==> src/block_move_pkg.sv <==
package block_move_pkg;

	localparam int ADDR_W = 12;
	localparam int COUNT_W = 8;
	localparam int BYTE_W = 8;
	localparam logic [12:0] MEM_BYTES = 13'h0300;

	localparam int STAT_HI_BUSY = 0;
	localparam int STAT_LO_BUSY = 1;
	localparam int STAT_RUNNING = 2;
	localparam int STAT_OVERFLOW = 3;
	localparam int STAT_ADDR_ERR = 4;
	localparam int STAT_BAD_OP = 5;

	localparam logic PRIO_LOW = 1'b0;
	localparam logic PRIO_HIGH = 1'b1;

	typedef enum logic [2:0] {
		OP_TXQ_COPY,
		OP_COPY,
		OP_COPY_REV,
		OP_XOR
	} opcode_t;

	typedef struct packed {
		logic [2:0] op;
		logic prio;
		logic [COUNT_W-1:0] count;
		logic [ADDR_W-1:0] src;
		logic [ADDR_W-1:0] dst;
	} cmd_t;

	typedef struct packed {
		logic rd;
		logic wr;
		logic [ADDR_W-1:0] addr;
		logic [BYTE_W-1:0] wdata;
	} mem_req_t;

	typedef struct packed {
		logic low_done;
		logic high_done;
		logic prio_conflict;
		logic txq_overflow;
		logic addr_range;
		logic bad_operand;
	} events_t;

endpackage : block_move_pkg

==> src/two_entry_buffer.sv <==
`timescale 1ns/1ps
`default_nettype none
module two_entry_buffer #(
	parameter int WIDTH = 8,
	parameter int DEPTH = 2
) (
	// clock and reset
	input wire logic clock_in,
	input wire logic rstn_in,
	// fill side
	input wire logic in_valid_in,
	output logic in_ready_out,
	input wire logic [WIDTH-1:0] in_data_in,
	// drain side
	output logic out_valid_out,
	input wire logic out_ready_in,
	output logic [WIDTH-1:0] out_data_out
);

	localparam int PTR_W = $clog2(DEPTH);

	logic [WIDTH-1:0] mem_q [DEPTH];
	logic [PTR_W-1:0] wr_q;
	logic [PTR_W-1:0] rd_q;
	logic [PTR_W:0] used_q;
	logic push;
	logic pop;

	assign in_ready_out = (used_q != (PTR_W+1)'(DEPTH));
	assign out_valid_out = (used_q != '0);
	assign out_data_out = mem_q[rd_q];
	assign push = in_valid_in && in_ready_out;
	assign pop = out_valid_out && out_ready_in;

	always_ff @(posedge clock_in)
	begin
		if (push)
		begin
			mem_q[wr_q] <= in_data_in;
		end
	end

	always_ff @(posedge clock_in)
	begin
		if (!rstn_in)
		begin
			wr_q <= '0;
			rd_q <= '0;
			used_q <= '0;
		end
		else
		begin
			if (push)
			begin
				wr_q <= (wr_q == PTR_W'(DEPTH-1)) ? '0 : wr_q + 1'b1;
			end
			if (pop)
			begin
				rd_q <= (rd_q == PTR_W'(DEPTH-1)) ? '0 : rd_q + 1'b1;
			end
			used_q <= used_q + (PTR_W+1)'(push) - (PTR_W+1)'(pop);
		end
	end

endmodule : two_entry_buffer
`default_nettype wire

==> src/memory_block_move_engine.sv <==
// Behaviour
// - a queue copy appends C bytes read from address A to the queue.
// - during a queue copy the current transmit-queue fill is offered.
// - the priority bit picks low (0) or high (1) as the run level.
// - a queue copy that meets a full queue early raises the overflow event.
// - an early-stopped queue copy shows the bytes still to move.
// - each finished instruction raises the done event of its level.
// - an instruction for a busy level raises the priority conflict event.
// - a block copy moves C bytes from A to E in the same order.
// - a reversed copy writes the byte at A+n to E+C-1-n.
// - a block xor writes A[n] xor E[n] back over E[n] for C bytes.
// - the xor treats both operands as C-byte blocks at A and E.
`timescale 1ns/1ps
`default_nettype none
module memory_block_move_engine
	import block_move_pkg::*;
#(
	parameter logic [12:0] MEM_SIZE = MEM_BYTES
) (
	// clock and reset
	input wire logic clock_in,
	input wire logic rstn_in,
	// instruction port from the serial front end
	input wire logic cmd_valid_in,
	output logic cmd_ready_out,
	input wire block_move_pkg::cmd_t cmd_in,
	// status toward the serial front end
	output logic [7:0] status_byte_out,
	output logic [7:0] txq_level_out,
	output logic [7:0] remaining_out,
	// buffer memory, read data valid one cycle after rd
	output block_move_pkg::mem_req_t mem_req_out,
	input wire logic [7:0] mem_rdata_in,
	// transmit queue
	input wire logic [7:0] txq_fill_in,
	input wire logic txq_full_in,
	output logic txq_valid_out,
	input wire logic txq_ready_in,
	output logic [7:0] txq_data_out,
	// one-cycle event pulses
	output block_move_pkg::events_t events_out
);
	typedef enum logic [2:0] {
		S_IDLE,
		S_CHECK,
		S_WAIT_A,
		S_TAKE_A,
		S_WAIT_E,
		S_TAKE_E,
		S_PUT,
		S_NEXT
	} state_t;
	state_t state_q;
	cmd_t slot_q [2];
	logic [1:0] busy_q;
	cmd_t cur_q;
	logic [COUNT_W-1:0] idx_q;
	logic [BYTE_W-1:0] byte_q;
	logic [COUNT_W-1:0] remaining_q;
	logic done_q, overflow_q, addr_err_q, bad_op_q;
	mem_req_t mem_q;
	events_t events_q;
	logic [7:0] status_q;
	logic [7:0] level_q;
	logic accept, conflict, is_txq, is_xor, range_bad, op_bad, last;
	logic buf_in_valid, buf_in_ready;
	logic [12:0] src_end;
	logic [12:0] dst_end;
	logic [ADDR_W-1:0] dst_addr;
	assign cmd_ready_out = 1'b1;
	// a busy level refuses the new instruction instead of queueing it
	assign conflict = cmd_valid_in && busy_q[cmd_in.prio];
	assign accept = cmd_valid_in && !busy_q[cmd_in.prio];

	assign is_txq = (cur_q.op == 3'(OP_TXQ_COPY));
	assign is_xor = (cur_q.op == 3'(OP_XOR));
	assign op_bad = (cur_q.op > 3'(OP_XOR));
	assign src_end = {1'b0, cur_q.src} + {5'h00, cur_q.count};
	assign dst_end = {1'b0, cur_q.dst} + {5'h00, cur_q.count};
	assign range_bad = (src_end > MEM_SIZE) ||
		(!is_txq && (dst_end > MEM_SIZE));
	assign last = (idx_q == cur_q.count - 8'h01);
	assign dst_addr = (cur_q.op == 3'(OP_COPY_REV)) ?
		cur_q.dst + ADDR_W'(cur_q.count) - 12'h001 - ADDR_W'(idx_q) :
		cur_q.dst + ADDR_W'(idx_q);
	assign buf_in_valid = (state_q == S_PUT) && is_txq && !txq_full_in;
	always_ff @(posedge clock_in)
	begin
		if (!rstn_in)
		begin
			busy_q <= 2'h0;
			slot_q[0] <= '0;
			slot_q[1] <= '0;
		end
		else
		begin
			if (accept)
			begin
				slot_q[cmd_in.prio] <= cmd_in;
			end
			for (int p = 0; p < 2; p++)
			begin
				if (accept && cmd_in.prio == 1'(p))
				begin
					busy_q[p] <= 1'b1;
				end
				else if (done_q && cur_q.prio == 1'(p))
				begin
					busy_q[p] <= 1'b0;
				end
			end
		end
	end

	always_ff @(posedge clock_in)
	begin
		if (!rstn_in)
		begin
			state_q <= S_IDLE;
			cur_q <= '0;
			idx_q <= 8'h00;
			byte_q <= 8'h00;
			mem_q <= '0;
			remaining_q <= 8'h00;
			done_q <= 1'b0;
			overflow_q <= 1'b0;
			addr_err_q <= 1'b0;
			bad_op_q <= 1'b0;
		end
		else
		begin
			done_q <= 1'b0;
			overflow_q <= 1'b0;
			addr_err_q <= 1'b0;
			bad_op_q <= 1'b0;
			mem_q <= '0;
			unique case (state_q)
				S_IDLE:
				begin
					// high level is served first; a running move is not preempted
					if ((busy_q != 2'h0) && !done_q)
					begin
						cur_q <= slot_q[busy_q[PRIO_HIGH]];
						state_q <= S_CHECK;
					end
					idx_q <= 8'h00;
				end
				S_CHECK:
				begin
					remaining_q <= 8'h00;
					bad_op_q <= op_bad;
					addr_err_q <= !op_bad && range_bad;
					if (op_bad || range_bad || cur_q.count == 8'h00)
					begin
						done_q <= 1'b1;
						state_q <= S_IDLE;
					end
					else
					begin
						mem_q.rd <= 1'b1;
						mem_q.addr <= cur_q.src;
						state_q <= S_WAIT_A;
					end
				end
				S_WAIT_A:
				begin
					state_q <= S_TAKE_A;
				end
				S_TAKE_A:
				begin
					byte_q <= mem_rdata_in;
					if (is_xor)
					begin
						mem_q.rd <= 1'b1;
						mem_q.addr <= dst_addr;
						state_q <= S_WAIT_E;
					end
					else
					begin
						state_q <= S_PUT;
					end
				end
				S_WAIT_E:
				begin
					state_q <= S_TAKE_E;
				end
				S_TAKE_E:
				begin
					byte_q <= byte_q ^ mem_rdata_in;
					state_q <= S_PUT;
				end
				S_PUT:
				begin
					if (is_txq)
					begin
						if (txq_full_in)
						begin
							overflow_q <= 1'b1;
							remaining_q <= cur_q.count - idx_q;
							done_q <= 1'b1;
							state_q <= S_IDLE;
						end
						else if (buf_in_ready)
						begin
							state_q <= S_NEXT;
						end
					end
					else
					begin
						mem_q.wr <= 1'b1;
						mem_q.addr <= dst_addr;
						mem_q.wdata <= byte_q;
						state_q <= S_NEXT;
					end
				end
				S_NEXT:
				begin
					if (last)
					begin
						done_q <= 1'b1;
						state_q <= S_IDLE;
					end
					else
					begin
						mem_q.rd <= 1'b1;
						mem_q.addr <= cur_q.src + ADDR_W'(idx_q) + 12'h001;
						idx_q <= idx_q + 8'h01;
						state_q <= S_WAIT_A;
					end
				end
			endcase
		end
	end
	always_ff @(posedge clock_in)
	begin
		if (!rstn_in)
		begin
			events_q <= '0;
		end
		else
		begin
			events_q.low_done <= done_q && (cur_q.prio == PRIO_LOW);
			events_q.high_done <= done_q && (cur_q.prio == PRIO_HIGH);
			events_q.prio_conflict <= conflict;
			events_q.txq_overflow <= overflow_q;
			events_q.addr_range <= addr_err_q;
			events_q.bad_operand <= bad_op_q;
		end
	end

	always_ff @(posedge clock_in)
	begin
		if (!rstn_in)
		begin
			status_q <= 8'h00;
			level_q <= 8'h00;
		end
		else
		begin
			level_q <= txq_fill_in;
			status_q[STAT_HI_BUSY] <= busy_q[PRIO_HIGH];
			status_q[STAT_LO_BUSY] <= busy_q[PRIO_LOW];
			status_q[STAT_RUNNING] <= (state_q != S_IDLE);
			// last-result flags hold until the next instruction finishes
			if (done_q)
			begin
				status_q[STAT_OVERFLOW] <= overflow_q;
				status_q[STAT_ADDR_ERR] <= addr_err_q;
				status_q[STAT_BAD_OP] <= bad_op_q;
			end
			status_q[7:6] <= 2'h0;
		end
	end

	two_entry_buffer #(
		.WIDTH(BYTE_W),
		.DEPTH(2)
	) txq_buffer (
		.clock_in(clock_in),
		.rstn_in(rstn_in),
		.in_valid_in(buf_in_valid),
		.in_ready_out(buf_in_ready),
		.in_data_in(byte_q),
		.out_valid_out(txq_valid_out),
		.out_ready_in(txq_ready_in),
		.out_data_out(txq_data_out)
	);
	assign mem_req_out = mem_q;
	assign events_out = events_q;
	assign status_byte_out = status_q;
	assign txq_level_out = level_q;
	assign remaining_out = remaining_q;
endmodule : memory_block_move_engine
`default_nettype wire

==> config.mk <==
export PLATFORM = sky130hd
export DESIGN_NAME = memory_block_move_engine
export DESIGN_NICKNAME = d
export VERILOG_FILES = /design/src/block_move_pkg.sv /design/src/two_entry_buffer.sv /design/src/memory_block_move_engine.sv
export SDC_FILE = /design/constraint.sdc
export NUM_CORES = 1
export LEC_CHECK = 0
export ABC_AREA = 1
export BUFFER_PORTS_ARGS = -buffer_cell sky130_fd_sc_hd__buf_2
export CAP_MARGIN = 20
export CORE_AREA = 2 2 180 112
export CTS_CLUSTER_DIAMETER = 100
export DETAILED_ROUTE_END_ITERATION = 16
export DIE_AREA = 0 0 182 114
export GPL_TIMING_DRIVEN = 0
export PLACE_DENSITY = 0.86
export SLEW_MARGIN = 20
export SYNTH_ARGS = -nofsm -noshare
export SYNTH_HDL_FRONTEND = slang
export SYNTH_SLANG_ARGS = --single-unit
==> constraint.sdc <==
create_clock -name clock_in -period 5 [get_ports clock_in]
set_input_delay 1.5 -clock clock_in [delete_from_list [all_inputs] [get_ports clock_in]]
set_output_delay 1.5 -clock clock_in [all_outputs]
set_load 0.01 [all_outputs]
==> results.py <==
metrics = {
    "outcome": {
        "status": "completed",
    },
    "yosys": {
        "synth_ff_type": "dfxtp_1",
        "synthCells": 1434,
        "ys_types": 45,
        "syn_area_um2": 11300,
        "seq_area_frac_synth_pct": 44.0,
        "ys_warn_count": 0,
        "avgSynthCellArea_um2": 7.86,
        "ys_ff_latch": 204,
        "synthArstFlopShare_pct": 0,
        "synth-edff-count": 88,
    },
    "timing": {
        "setup_viol": 0,
        "fin_crit_sh_pct": 70.7,
        "setup_tns_ns": 0,
        "maxSlewViolCount": 0,
        "worst_slew_pin_slew_ns": 0.757,
        "min_period_ns": 3.53,
        "maxSlewHeadroom_pct": 49.4,
        "fin_ws_ns": 1.47,
        "grt_setup_unrepaired": "no",
        "finalClockSkew_ns": 0.0108,
        "max_freq_mhz": 283,
        "finalHoldViolations": 0,
    },
    "routing": {
        "vias": 10300,
        "dr.pass1.iters": 5,
        "drt_iter0_markers": 1184,
        "ant_nets": 0,
        "viasPerCell": 5.57,
        "drc": 0,
        "drt-total-wl_mm": 31.1,
        "wl_per_cell_um": 16.9,
    },
    "hold_path": {
        "min_from": "overflow_q",
        "holdPathEnd": "events_out[2]",
        "hold_class": "reg -> reg",
        "whs_path_depth": 2,
    },
    "die": {
        "rows": 40,
        "core_area_um2": 19300,
        "design.die.area_um2": 20700,
        "ios": 119,
        "chipHeight_um": 114,
        "initial_utilization_pct": 58.4,
        "fp.dieW_um": 182,
    },
    "power": {
        "p_leak_nw": 6.03,
        "peakVddDrop_uv": 251,
        "power_mw": 5.77,
        "p_per_area_nw_per_um2": 451,
    },
    "layout": {
        "num-fill-cells": 1611,
        "final_common_cell": "nand2_1",
        "drive_above_1_share_pct": 11.3,
        "final_cell_mix": "nand2_1 (311), inv_1 (212), nor2_1 (185)",
        "diodes": 0,
        "syn2layout_area_growth_pct": 13.4,
        "finalNetCount": 1709,
    },
    "clock_tree": {
        "cts_buffers": 19,
        "post-cts-setup-buffers": 0,
        "cts_resized": 0,
        "clk_path_buf_depth": 3,
        "cts_tree": "done",
        "insertion_delay_ns": 0.50,
        "cts_num_sinks": 204,
        "htree_num_levels": 1,
        "clk_pin_slew_ns": 0.07,
        "ctsHoldBuffers": 0,
        "cts_root_buf": "clkbuf_16",
    },
    "placed_design": {
        "gp_congestion": 0.947,
        "hpwl_mm": 23.6,
        "io_buffer_count": 115,
        "place_ws_ns": 1.62,
    },
    "critical_path": {
        "endpoint_kind": "flop",
        "arrival_ns": 3.92,
        "crit_path_start_kind": "flop",
        "cp_data_required_time_ns": 5.38,
        "crit_fanout": 9,
        "rr_worst_depth": 14,
        "critical_path_class": "reg -> reg",
        "r2r_start": "cur_q[25]",
        "r2r_slack_ns": 1.47,
        "rr_endpoint": "mem_req_out[13]",
    },
    "global_route": {
        "grt_pass1_vias": 9407,
        "overflow": 0,
        "antenna_found_initial": 0,
        "grt_usage_pct": 29.8,
        "grt_max_degree": 31,
        "grt_first_pass_wirelength_mm": 48.2,
    },
    "job": {
        "cap_viol_max_count": 0,
    },
}
[layer usage]
| layer | track usage, % | routed length [um] | vias to the layer above | part of all wire, % |
|---|---|---|---|---|
| li1 | - | - | 4936 | - |
| met1 | 43.6 | 13700 | 4684 | 44 |
| met2 | 44.6 | 13000 | 577 | 42 |
| met3 | 7.60 | 3890 | 54 | 12 |
| met4 | 6.51 | 625 | 0 | 2.0 |
| met5 | 0 | 0 | - | 0 |
[registers in the layout, summed over array words and instances, names as in the netlist, 2 cells and up, named ones only]
name,flops
slot_q,72
cur_q,36
mem_req_out,22
txq_buffer.mem_q,16
byte_q,8
idx_q,8
remaining_out,8
txq_level_out,8
events_out,6
status_byte_out,6
state_q,3
busy_q,2
txq_buffer.used_q,2
[cells in the mapped netlist, types with 2 or more instances]
library cell	n	area share, %
or2_2	5	0.28
a31oi_1	38	2.1
buf_4	3	0.20
ha_1	64	7.1
nand3_1	74	3.3
a21oi_1	71	3.2
conb_1	2	0.067
nand2_2	5	0.28
fa_1	14	2.5
o21ai_0	74	3.3
mux2_2	8	0.80
edfxtp_1	88	23
buf_1	6	0.20
nand4_1	26	1.4
o21bai_1	6	0.40
buf_2	2	0.089
clkinv_1	2	0.067
buf_6	2	0.20
xnor2_1	10	0.78
dfxtp_1	116	21
xor2_1	26	2.0
nor2_1	185	6.2
nand3b_1	5	0.33
o211ai_1	2	0.13
nand2_1	313	10
inv_1	212	7.1
a22oi_1	9	0.60
o31ai_1	2	0.13
clkbuf_1	29	0.97
inv_2	5	0.17
nor3_1	13	0.58
o21ai_1	2	0.089
or2_1	2	0.11
a21o_1	2	0.13
[critical path, stage by stage, from the launching register on]
cell     delay (ns)
dfxtp_1        0.74
inv_1          0.18
fa_1           0.54
inv_1          0.05
ha_1           0.29
fa_1           0.49
nand3_1        0.12
nand2_1        0.08
nand2_1        0.07
inv_1          0.04
nor3_1         0.25
o21ai_0        0.15
o21ai_0        0.10
inv_1          0.05
a21oi_1        0.27
[cell type report]
class	count	area [um2]	area share, %
inverter	219	822	6.43
tap	252	315	2.47
timing repair buffer	117	616	4.81
clock inverter	6	40.0	0.313
buffer	43	191	1.50
clock buffer	28	529	4.14
sequential	204	4960	38.8
multi-input combinational	970	5310	41.5
[power breakdown]
| part | leakage [nW] | total, mW | internal (mW) | switching, mW |
|---|---|---|---|---|
| registers | 1.82 | 2.18 | 1.91 | 0.274 |
| clock network | 0.279 | 1.36 | 0.742 | 0.621 |
| logic | 3.93 | 2.22 | 0.786 | 1.44 |
| total | 6.03 | 5.77 | 3.43 | 2.33 |
[worst max path at each step]
stage,startpoint,to,slack (ns)
6_report,cur_q[25],mem_req_out[13],1.47
5_1_grt,cur_q[25],mem_req_out[13],1.35
4_1_cts,cur_q[25],mem_req_out[13],1.60
3_5_place_dp,cur_q[25],mem_req_out[13],1.62
3_3_place_gp,rstn_in,slot_q[0][13],0.86
2_1_floorplan,cmd_valid_in,slot_q[0][0],1.72
[stage by stage]
stage / cells / hold WS (ns) / util (%) / cell area [um2]
floorplan: 1436 / 0.407 / - / 11300
global placement: 1803 / 0.424 / 63.0 / 12200
detailed placement: 1805 / 0.428 / 63.3 / 12200
CTS: 1839 / 0.437 / 66.2 / 12800
global route: 1839 / 0.460 / 66.2 / 12800
finish: 1839 / 0.450 / 66.2 / 12800
[logic make-up after synthesis]
group           count (synthesis)  synth area share [%]
simple gates                  632                  23.2
other cells                     2                0.0666
compound gates                212                  10.5
buf+inv                       262                  8.99
fa+ha+maj                      78                  9.59
mux                             8                 0.799
flops                         204                  44.0
xor+xnor                       36                  2.80
Note: power is estimated with default switching activity, not from simulation.
